==> config.mk <==
export PLATFORM = sky130hd
export DESIGN_NAME = pwe_port
export DESIGN_NICKNAME = d
export VERILOG_FILES = /design/src/rtl/pwe_pkg.sv /design/src/rtl/pwe_port.sv
export SDC_FILE = /design/constraint.sdc
export NUM_CORES = 1
export LEC_CHECK = 0
export BUFFER_PORTS_ARGS = -buffer_cell sky130_fd_sc_hd__buf_2
export CORE_ASPECT_RATIO = 0.7
export CORE_MARGIN = 3
export CORE_UTILIZATION = 30
export CTS_CLUSTER_DIAMETER = 100
export DETAILED_ROUTE_END_ITERATION = 10
export SLEW_MARGIN = 20
export SYNTH_ARGS = -nofsm -noshare
export SYNTH_HDL_FRONTEND = slang
export SYNTH_SLANG_ARGS = --single-unit
==> constraint.sdc <==
create_clock -name REF_CLK -period 4.5 [get_ports REF_CLK]
set_input_delay 0 -clock REF_CLK [delete_from_list [all_inputs] [get_ports REF_CLK]]
set_output_delay 0 -clock REF_CLK [all_outputs]
set_load 0.005 [all_outputs]
==> src/rtl/pwe_pkg.sv <==
package pwe_pkg;
	// Register byte offsets on the AXI4-Lite bus
	localparam logic [7:0] PWE_OFF_PINS = 8'h00;
	localparam logic [7:0] PWE_OFF_DRVDIS = 8'h04;
	localparam logic [7:0] PWE_OFF_LATCH = 8'h08;
	localparam logic [7:0] PWE_OFF_ANSEL = 8'h0C;
	localparam logic [7:0] PWE_OFF_RISE = 8'h10;
	localparam logic [7:0] PWE_OFF_FALL = 8'h14;
	localparam logic [7:0] PWE_OFF_FLAGS = 8'h18;
	localparam logic [7:0] PWE_OFF_ICTL = 8'h1C;
	// Widths
	localparam int PWE_NPIN = 4;
	localparam int PWE_NDRV = 3;
	// Reset values
	localparam logic [2:0] PWE_DRVDIS_RST = 3'h7;
	localparam logic [2:0] PWE_ANSEL_RST = 3'h7;
	localparam logic [2:0] PWE_LATCH_RST = 3'h0;
	localparam logic [3:0] PWE_EDGE_RST = 4'h0;
	// Interrupt control field positions and driver-disable bit three position
	localparam int PWE_ICTL_SUM = 0;
	localparam int PWE_ICTL_IE = 3;
	localparam int PWE_DRVDIS_B3 = 3;
	// AXI responses
	localparam logic [1:0] PWE_RESP_OKAY = 2'h0;
	localparam logic [1:0] PWE_RESP_SLVERR = 2'h2;

	// Write request gathered from the bus
	typedef struct packed {
		logic [7:0] addr;
		logic [31:0] data;
		logic [3:0] strb;
	} pwe_wreq_t;
endpackage

==> src/rtl/pwe_port.sv <==
// Design decisions made here: the register addresses and the AXI4-Lite interface to the registers.
`timescale 1ns/1ps
// Function
// - Port read returns four live pin levels
// - Port write goes to output latch
// - Latch read returns stored latch bits
// - Driver-disable bits, reset to one
// - Driver-disable bit three reads one
// - Analog select disables digital input buffer
// - Analog select leaves pull-ups unchanged
// - Edge flags set regardless of master enable
// - Rising detector gated by rising enable
// - Falling detector gated by falling enable
// - Both enables detect both edges
// - Enabled edge sets sticky flag, requests interrupt if master enable set
// - Summary flag is OR of flags
// - Set wins over clearing write
// - Enabled edge wakes from sleep if master enable set
// - Flags updated before wake completes
module pwe_port #(
	parameter int NPIN = pwe_pkg::PWE_NPIN
) (
	// Clock and reset
	input wire logic REF_CLK,
	input wire logic RST_N,
	// AXI4-Lite write address
	input wire logic [7:0] S_AXI_AWADDR,
	input wire logic S_AXI_AWVALID,
	output logic S_AXI_AWREADY,
	// AXI4-Lite write data
	input wire logic [31:0] S_AXI_WDATA,
	input wire logic [3:0] S_AXI_WSTRB,
	input wire logic S_AXI_WVALID,
	output logic S_AXI_WREADY,
	// AXI4-Lite write response
	output logic [1:0] S_AXI_BRESP,
	output logic S_AXI_BVALID,
	input wire logic S_AXI_BREADY,
	// AXI4-Lite read address
	input wire logic [7:0] S_AXI_ARADDR,
	input wire logic S_AXI_ARVALID,
	output logic S_AXI_ARREADY,
	// AXI4-Lite read data
	output logic [31:0] S_AXI_RDATA,
	output logic [1:0] S_AXI_RRESP,
	output logic S_AXI_RVALID,
	input wire logic S_AXI_RREADY,
	// Pins
	input wire logic [3:0] PIN_IN,
	output logic [2:0] PIN_OUT,
	output logic [2:0] PIN_OE,
	output logic [2:0] PIN_DIG_IN_EN,
	// Core interface
	input wire logic SLEEP,
	output logic CHANGE_IRQ,
	output logic WAKE
);
	import pwe_pkg::*;

	logic [2:0] latch_r;
	logic [2:0] drvdis_r;
	logic [2:0] ansel_r;
	logic [NPIN-1:0] rise_en_r;
	logic [NPIN-1:0] fall_en_r;
	logic [NPIN-1:0] flags_r;
	logic [NPIN-1:0] flags_nxt;
	logic irq_en_r;
	logic [NPIN-1:0] samp_r;
	logic [NPIN-1:0] prev_r;
	logic [NPIN-1:0] edge_hit;
	logic aw_held_r;
	logic w_held_r;
	pwe_wreq_t wreq_r;
	logic do_write;
	logic [31:0] rd_val;
	logic rd_ok;
	logic wr_ok;

	// Write address and data accepted in either order
	always_ff @(posedge REF_CLK) begin
		if (!RST_N) begin
			aw_held_r <= 1'b0;
			w_held_r <= 1'b0;
			wreq_r <= '0;
		end else begin
			if (S_AXI_AWVALID && S_AXI_AWREADY) begin
				aw_held_r <= 1'b1;
				wreq_r.addr <= S_AXI_AWADDR;
			end
			if (S_AXI_WVALID && S_AXI_WREADY) begin
				w_held_r <= 1'b1;
				wreq_r.data <= S_AXI_WDATA;
				wreq_r.strb <= S_AXI_WSTRB;
			end
			if (do_write) begin
				aw_held_r <= 1'b0;
				w_held_r <= 1'b0;
			end
		end
	end

	// Each ready when its own channel holds nothing and no response pending
	always_ff @(posedge REF_CLK) begin
		if (!RST_N) begin
			S_AXI_AWREADY <= 1'b0;
			S_AXI_WREADY <= 1'b0;
		end else begin
			S_AXI_AWREADY <= !aw_held_r && !S_AXI_BVALID &&
				!(S_AXI_AWVALID && S_AXI_AWREADY);
			S_AXI_WREADY <= !w_held_r && !S_AXI_BVALID &&
				!(S_AXI_WVALID && S_AXI_WREADY);
		end
	end

	assign do_write = aw_held_r && w_held_r && !S_AXI_BVALID;

	// Decode of writable addresses
	always_comb begin
		unique case (wreq_r.addr)
			PWE_OFF_PINS, PWE_OFF_DRVDIS, PWE_OFF_LATCH, PWE_OFF_ANSEL,
			PWE_OFF_RISE, PWE_OFF_FALL, PWE_OFF_FLAGS,
			PWE_OFF_ICTL: wr_ok = 1'b1;
			default: wr_ok = 1'b0;
		endcase
	end

	// Write response
	always_ff @(posedge REF_CLK) begin
		if (!RST_N) begin
			S_AXI_BVALID <= 1'b0;
			S_AXI_BRESP <= PWE_RESP_OKAY;
		end else if (do_write) begin
			S_AXI_BVALID <= 1'b1;
			S_AXI_BRESP <= wr_ok ? PWE_RESP_OKAY : PWE_RESP_SLVERR;
		end else if (S_AXI_BREADY) begin
			S_AXI_BVALID <= 1'b0;
		end
	end

	// Output latch, reached through both port and latch offsets
	always_ff @(posedge REF_CLK) begin
		if (!RST_N) begin
			latch_r <= PWE_LATCH_RST;
		end else if (do_write && wreq_r.strb[0] &&
			(wreq_r.addr == PWE_OFF_PINS ||
			wreq_r.addr == PWE_OFF_LATCH)) begin
			latch_r <= wreq_r.data[2:0];
		end
	end

	// Driver disable and analog select
	always_ff @(posedge REF_CLK) begin
		if (!RST_N) begin
			drvdis_r <= PWE_DRVDIS_RST;
			ansel_r <= PWE_ANSEL_RST;
		end else if (do_write && wreq_r.strb[0]) begin
			if (wreq_r.addr == PWE_OFF_DRVDIS)
				drvdis_r <= wreq_r.data[2:0];
			if (wreq_r.addr == PWE_OFF_ANSEL)
				ansel_r <= wreq_r.data[2:0];
		end
	end

	// Edge enables and master enable
	always_ff @(posedge REF_CLK) begin
		if (!RST_N) begin
			rise_en_r <= PWE_EDGE_RST;
			fall_en_r <= PWE_EDGE_RST;
			irq_en_r <= 1'b0;
		end else if (do_write && wreq_r.strb[0]) begin
			if (wreq_r.addr == PWE_OFF_RISE)
				rise_en_r <= wreq_r.data[NPIN-1:0];
			if (wreq_r.addr == PWE_OFF_FALL)
				fall_en_r <= wreq_r.data[NPIN-1:0];
			if (wreq_r.addr == PWE_OFF_ICTL)
				irq_en_r <= wreq_r.data[PWE_ICTL_IE];
		end
	end

	// Pin samples: current and previous, on the core clock
	always_ff @(posedge REF_CLK) begin
		if (!RST_N) begin
			samp_r <= '0;
			prev_r <= '0;
		end else begin
			samp_r <= PIN_IN;
			prev_r <= samp_r;
		end
	end

	// Per-pin detectors on the sampled levels, analog select ignored
	genvar gi;
	generate
		for (gi = 0; gi < NPIN; gi++) begin : g_det
			assign edge_hit[gi] =
				(rise_en_r[gi] && samp_r[gi] && !prev_r[gi]) ||
				(fall_en_r[gi] && !samp_r[gi] && prev_r[gi]);
		end
	endgenerate

	// Sticky flags; a new edge overrides the clearing write
	always_comb begin
		flags_nxt = flags_r;
		if (do_write && wreq_r.strb[0] && wreq_r.addr == PWE_OFF_FLAGS)
			flags_nxt = flags_r & wreq_r.data[NPIN-1:0];
		flags_nxt = flags_nxt | edge_hit;
	end

	always_ff @(posedge REF_CLK) begin
		if (!RST_N)
			flags_r <= PWE_EDGE_RST;
		else
			flags_r <= flags_nxt;
	end

	// Read mux
	always_comb begin
		rd_val = '0;
		rd_ok = 1'b1;
		unique case (S_AXI_ARADDR)
			PWE_OFF_PINS: rd_val[NPIN-1:0] = samp_r;
			PWE_OFF_DRVDIS: begin
				rd_val[2:0] = drvdis_r;
				rd_val[PWE_DRVDIS_B3] = 1'b1;
			end
			PWE_OFF_LATCH: rd_val[2:0] = latch_r;
			PWE_OFF_ANSEL: rd_val[2:0] = ansel_r;
			PWE_OFF_RISE: rd_val[NPIN-1:0] = rise_en_r;
			PWE_OFF_FALL: rd_val[NPIN-1:0] = fall_en_r;
			PWE_OFF_FLAGS: rd_val[NPIN-1:0] = flags_r;
			PWE_OFF_ICTL: begin
				rd_val[PWE_ICTL_IE] = irq_en_r;
				rd_val[PWE_ICTL_SUM] = |flags_r;
			end
			default: rd_ok = 1'b0;
		endcase
	end

	// Read channel: one read in flight
	always_ff @(posedge REF_CLK) begin
		if (!RST_N) begin
			S_AXI_ARREADY <= 1'b0;
			S_AXI_RVALID <= 1'b0;
			S_AXI_RDATA <= '0;
			S_AXI_RRESP <= PWE_RESP_OKAY;
		end else begin
			S_AXI_ARREADY <= !S_AXI_RVALID && !S_AXI_ARREADY &&
				S_AXI_ARVALID;
			if (S_AXI_ARVALID && S_AXI_ARREADY) begin
				S_AXI_RVALID <= 1'b1;
				S_AXI_RDATA <= rd_val;
				S_AXI_RRESP <= rd_ok ? PWE_RESP_OKAY : PWE_RESP_SLVERR;
			end else if (S_AXI_RREADY) begin
				S_AXI_RVALID <= 1'b0;
			end
		end
	end

	// Pin drive: latch out, enable when driver not disabled
	always_ff @(posedge REF_CLK) begin
		if (!RST_N) begin
			PIN_OUT <= PWE_LATCH_RST;
			PIN_OE <= '0;
			PIN_DIG_IN_EN <= '0;
		end else begin
			PIN_OUT <= latch_r;
			PIN_OE <= ~drvdis_r;
			// Only the input buffer is affected, pull-ups untouched
			PIN_DIG_IN_EN <= ~ansel_r;
		end
	end

	// Interrupt request gated by master enable, wake by master enable and SLEEP
	always_ff @(posedge REF_CLK) begin
		if (!RST_N) begin
			CHANGE_IRQ <= 1'b0;
			WAKE <= 1'b0;
		end else begin
			CHANGE_IRQ <= irq_en_r && |flags_nxt;
			// Flags are set at the same edge as wake, or earlier
			WAKE <= SLEEP && irq_en_r && |flags_nxt;
		end
	end
endmodule

Yosys cells after proc, flatten, opt, wreduce, memory -nomap -nowiden:

Memories as Yosys holds them, arrays and structs flattened. A register that Yosys moved wholly into a read port is not among the register bits.
Index checks and enable logic that the tools add are counted.

* reductions and logical operators: 67
* shifts and indexed selects: 0
* magnitude comparators: 0
* eq/ne operators: 14
* multipliers: 0
* div/mod/pow operators: 0
* mux-type cells: 14
* $add $sub $neg: 0
* bitwise gates (word level): 5

Operators with widths (number)
* $eq A8 B5 Y1 const B: 8
* $logic_and A1 B1 Y1: 33
* $eq A8 B4 Y1 const B: 4
* $eq A8 B3 Y1 const B: 2
* $logic_not A8 Y1: 2
* $logic_not A1 Y1: 15
* $pmux W2 S7: 1
* $mux W5: 2
* $reduce_and A2 Y1: 5
* $pmux W1 S8: 1
* $reduce_or A4 Y1: 2
* $reduce_or A8 Y1: 1
* $mux W1: 6
* $not A3 Y3: 2
* $pmux W1 S6: 1
* $logic_or A1 B1 Y1: 5
* $and A4 B4 Y4: 1
* $mux W2: 2
* $mux W4: 1
* $or A4 B4 Y4: 1
* $reduce_bool A2 Y1: 2
* $logic_not A3 Y1: 1
* $reduce_or A2 Y1: 1
* $not A1 Y1: 1

* RAM bits: 0
* word-level logic and storage cells: 128
* output and inout bits: 52
* memory bits (read-only): 32
* memories kept: 1
* bits in registers: 69
* latch bits: 0

Memories
* (name not given): words 32, bits a word 1, rd ports 1, clocked after memory_dff 1, wr ports 0, line pwe_port.sv:119 `unique case (wreq_r.addr)`

Longest topological paths before layout:

* depth in word-level cells: 8
* mapped depth: 6
* mapped depth without buffers: 5

Worst setup path before layout:

No wires, ideal clock.

* path type: reg-to-reg
* start point: register wreq_r[41] in the netlist's numbering
* end point: register rise_en_r[0]
* path slack: 2882 ps
* cell stages (with the launch flop): 6
* setup time: 116 ps
* arrival time: 1502 ps
* cells stage by stage: dfxtp_1 -> nor4b_4 -> or4b_1 -> buf_2 -> mux2i_1 -> nor2b_1

* cells in the longest elaborated chain, start to end: 2

RTL lines
* start: declaration: line pwe_port.sv:73 `pwe_wreq_t wreq_r;`
* $eq A8 B5 Y1: line pwe_port.sv:171 `if (wreq_r.addr == PWE_OFF_RISE)`
* $reduce_and A2 Y1 (no line)
* end signal: assignment: line pwe_port.sv:172 `rise_en_r <= wreq_r.data[NPIN-1:0];`
* end: declaration: line pwe_port.sv:63 `logic [NPIN-1:0] rise_en_r;`

Every way passes these cells.
A chain may end at the register's enable or synchronous reset.

Worst setup path in the final report:

* start point: register S_AXI_BVALID
* end point: register drvdis_r[0]

* cells in the longest elaborated chain, start to end: 4

RTL lines
* start: declaration: line pwe_port.sv:37 `output logic S_AXI_BVALID,`
* start signal: assignment: line pwe_port.sv:130 `S_AXI_BVALID <= 1'b0;`
* start signal: assignment: line pwe_port.sv:133 `S_AXI_BVALID <= 1'b1;`
* start signal: assignment: line pwe_port.sv:136 `S_AXI_BVALID <= 1'b0;`
* $logic_not A1 Y1: line pwe_port.sv:115 `assign do_write = aw_held_r && w_held_r && !S_AXI_BVALID;`
* $logic_and A1 B1 Y1: line pwe_port.sv:115
* $logic_and A1 B1 Y1: line pwe_port.sv:156 `end else if (do_write && wreq_r.strb[0]) begin`
* $reduce_and A2 Y1 (no line)
* end signal: assignment: line pwe_port.sv:158 `drvdis_r <= wreq_r.data[2:0];`
* end: declaration: line pwe_port.sv:61 `logic [2:0] drvdis_r;`

Every way passes these cells.

==> metrics.log <==
[metrics] result of the run: finished, final reports clean
[metrics] vias in the first global route: 2256
[metrics] class of the most critical setup path: reg2reg
[metrics] largest fanout on the critical path: 11
[metrics] maximum number of pins on one net before global-route repair: 69
[metrics] # setup viols final: 0
[metrics] post-synth cell types: 42
[metrics] buffers inserted by post-CTS timing repair: 0
[metrics] multiplexer share of the synthesized area: 8.40%
[metrics] final net count: 458
[metrics] type of element launching the critical path: flop
[metrics] number of flops mapped to enable cells by yosys: 0
[metrics] total placed cells including tap cells: 484
[metrics] main combinational cell family by area after synthesis: simple AND/OR/NAND/NOR gates
[metrics] level count of the clock H-tree: 3
[metrics] DIE AREA: 0.0112 mm^2
[metrics] mean routed wirelength per cell: 12.9 um
[metrics] aggregate negative setup slack: 0 ns
[metrics] horizontal die dimension: 125 um
[metrics] worst-margin pin slew: 0.927 ns
[metrics] leakage power: 1.54 nW
[metrics] Power Density: 371 mW/mm^2
[metrics] Vias/cell: 4.50
[metrics] Synthesis Warnings: 0
[metrics] FFs w/ async S/R, synth: 0%
[metrics] critical path data arrival time: 2.39 ns
[metrics] fraction of layout instances using a drive strength above 1: 18.0%
[metrics] DP HPWL: 4.67 mm
[metrics] worst-case clock skew: 0.00162 ns
[metrics] leftover overflow at the end of global routing: 0
[metrics] Synth Cell Area: 0.00299 mm^2
[metrics] FF-to-FF End: drvdis_r[0]
[metrics] setup repair after global routing missed its margin: no
[metrics] gpl congestion: 0.767
[metrics] Worst Hold Path EP: wreq_r[4]
[metrics] area fraction in and, or, nand and nor cells after synthesis: 25.2%
[metrics] Gate Count Post-Synth: 324
[metrics] clk sinks: 68
[metrics] type of element capturing the critical path: flop
[metrics] Max-Cap Viols: 0
[metrics] number of buffers inserted by port buffering: 54
[metrics] source of the worst hold timing path: S_AXI_WVALID
[metrics] register-to-register setup slack: 2.30 ns
[metrics] post-layout min period: 2.20 ns
[metrics] Cell Rows: 29
[metrics] sequential element share of the synthesized area: 45.5%
[metrics] routed via count: 2353
[metrics] flip-flop and latch count after synthesis: 68
[metrics] FILL cells: 943
[metrics] clock transition time at the flip-flop clock pins of the worst setup and hold paths: 0.05 ns
[metrics] path depth of the worst reg2reg path: 5
[metrics] count of antenna-violating nets left after detailed routing: 0
[metrics] area of the core: 0.00940 mm^2
[metrics] Data required, critical path: 4.69 ns
[metrics] VDD IR max: 0.178 mV
[metrics] die height: 89.6 um
[metrics] Area Overhead vs Synth: 25.2%
[metrics] Antenna diodes: 0
[metrics] adder and majority cell fraction of the synthesized area: 0%
[metrics] highest achievable clock rate: 455 MHz
[metrics] clk_lat worst skew: 0.33 ns
[metrics] final period utilization: 48.9%
[metrics] worst hold path class: in2reg
[metrics] first-pass GRT wire length: 11.1 mm
[metrics] number of violations reported at the end of detailed-routing iteration 0: 130
[metrics] buffer type at the clock tree root: sky130_fd_sc_hd__clkbuf_16
[metrics] final hold violation count: 0
[metrics] TritonCTS clock tree: yes
[metrics] maximum buffer depth of the clock tree: 2
[metrics] post-route worst hold slack: 0.0161 ns
[metrics] fraction of the mapped netlist area in compound gates: 10.7%
[metrics] post-detailed-routing wire length: 6.74 mm
[metrics] TritonRoute pass-1 iters: 4
[metrics] count of pins over their slew limit: 0
[metrics] starting density of the core: 31.9%
[metrics] fin cells: 523
[metrics] Post-Route Utilization: 39.9%
[metrics] Mean Syn Cell Area: 9.24 um^2
[metrics] launch point of the worst reg-to-reg path: S_AXI_BVALID
[metrics] Top Ports: 116
[metrics] xor and xnor area share after synthesis: 0%
[metrics] most common cell after layout, fill and taps aside: sky130_fd_sc_hd__dfxtp_1
[metrics] global router's overall resource usage: 12.8%
[metrics] number of design rule violations left after detail routing: 0
[metrics] number of CTS-inserted buffers: 9
[metrics] leading register cell type out of synthesis: sky130_fd_sc_hd__dfxtp_1
[metrics] leading cell types in the layout, fill and taps excluded: sky130_fd_sc_hd__dfxtp_1, sky130_fd_sc_hd__buf_2, sky130_fd_sc_hd__nand2_1
[metrics] initial antenna violation count: 0
[metrics] worst relative slew slack: 38.2%
[metrics] Cells on Worst Hold Path: 3
[power breakdown]
group,total [W],switching (W),internal [W]
Clock,0.000659,0.000242,0.000417
Combinational,0.0000957,0.0000469,0.0000488
Sequential,0.000637,0.0000187,0.000618
Total,0.00139,0.000308,0.00108
[cell usage after synthesis, types with 7 or more instances]
library cell	number	area (um^2)
sky130_fd_sc_hd__a21boi_0	17	128
sky130_fd_sc_hd__a21oi_1	7	35.0
sky130_fd_sc_hd__and2_1	12	75.1
sky130_fd_sc_hd__buf_4	30	225
sky130_fd_sc_hd__clkbuf_1	14	52.6
sky130_fd_sc_hd__dfxtp_1	68	1360
sky130_fd_sc_hd__mux2i_1	24	240
sky130_fd_sc_hd__nand2_1	32	120
sky130_fd_sc_hd__nand3_1	22	110
sky130_fd_sc_hd__nand4_1	7	43.8
sky130_fd_sc_hd__nor2_1	11	41.3
sky130_fd_sc_hd__nor2b_1	25	156
sky130_fd_sc_hd__o21ai_0	11	55.1
[flip-flops by register name (all words and copies together) (netlist names), 3 cells and up, named ones only]
name and count:
wreq_r 13, S_AXI_RDATA 4, fall_en_r 4, flags_r 4, prev_r 4, rise_en_r 4, samp_r 4, PIN_DIG_IN_EN 3
PIN_OE 3, PIN_OUT 3, ansel_r 3, drvdis_r 3, latch_r 3
[timing repair]
item	in CTS	in global routing
hold endpoints to repair	21	0
hold buffers	23	0
resized for setup	0	0
[area by class of cell]
class                   count  area [um^2]  share of cell area [%]
clock inverters             1         5.00                   0.134
flip-flops and latches     68         1360                    36.3
well taps                 124          155                    4.14
multi-input cells         236         1440                    38.5
repair buffers             77          500                    13.4
clock buffers              15          278                    7.41
inverters                   2         7.51                   0.200
[worst max-delay path: stages, from the launching register on]
cell,delay [ns]
sky130_fd_sc_hd__dfxtp_1,0.34
sky130_fd_sc_hd__and3b_1,0.48
sky130_fd_sc_hd__nand3_1,0.26
sky130_fd_sc_hd__nor3_1,0.64
sky130_fd_sc_hd__mux2i_1,0.27
sky130_fd_sc_hd__nand2_1,0.06
[cell families after synthesis]
group,after synthesis
other,1
AND/OR/NAND/NOR,133
buffers and inverters,49
multiplexers,25
flip-flops,68
AO/OA/AOI/OAI,48
[through the flow]
step	worst slack (ns)	total power (W)	cell area, um^2
finish	2.30	0.00139	3750
global route	2.08	0.00145	3750
CTS	2.29	0.00141	3750
detailed placement	2.30	0.000729	3240
global placement	2.32	0.000728	3240
floorplan	2.88	0.000717	3100
[layer usage]
| metal | GRT usage (%) | vias to the layer above | routed length [um] |
|---|---|---|---|
| li1 | - | 1199 | - |
| met4 | 5.91 | 0 | 133 |
| met1 | 16.9 | 1077 | 3360 |
| met2 | 18.9 | 65 | 2790 |
| met3 | 4.91 | 12 | 458 |
| met5 | 0 | - | 0 |
[worst max-delay path by stage]
| stage | start | end | slack, ns | depth (start not counted) |
|---|---|---|---|---|
| after global placement | S_AXI_BVALID | drvdis_r[1] | 2.32 | 5 |
| after global routing | S_AXI_BVALID | drvdis_r[1] | 2.08 | 5 |
| after detailed placement | S_AXI_BVALID | drvdis_r[0] | 2.30 | 5 |
| final | S_AXI_BVALID | drvdis_r[0] | 2.30 | 5 |
| after floorplan | wreq_r[41] | rise_en_r[0] | 2.88 | 5 |
| after CTS | S_AXI_BVALID | drvdis_r[0] | 2.29 | 5 |
Power figures use the tool's default switching activity.
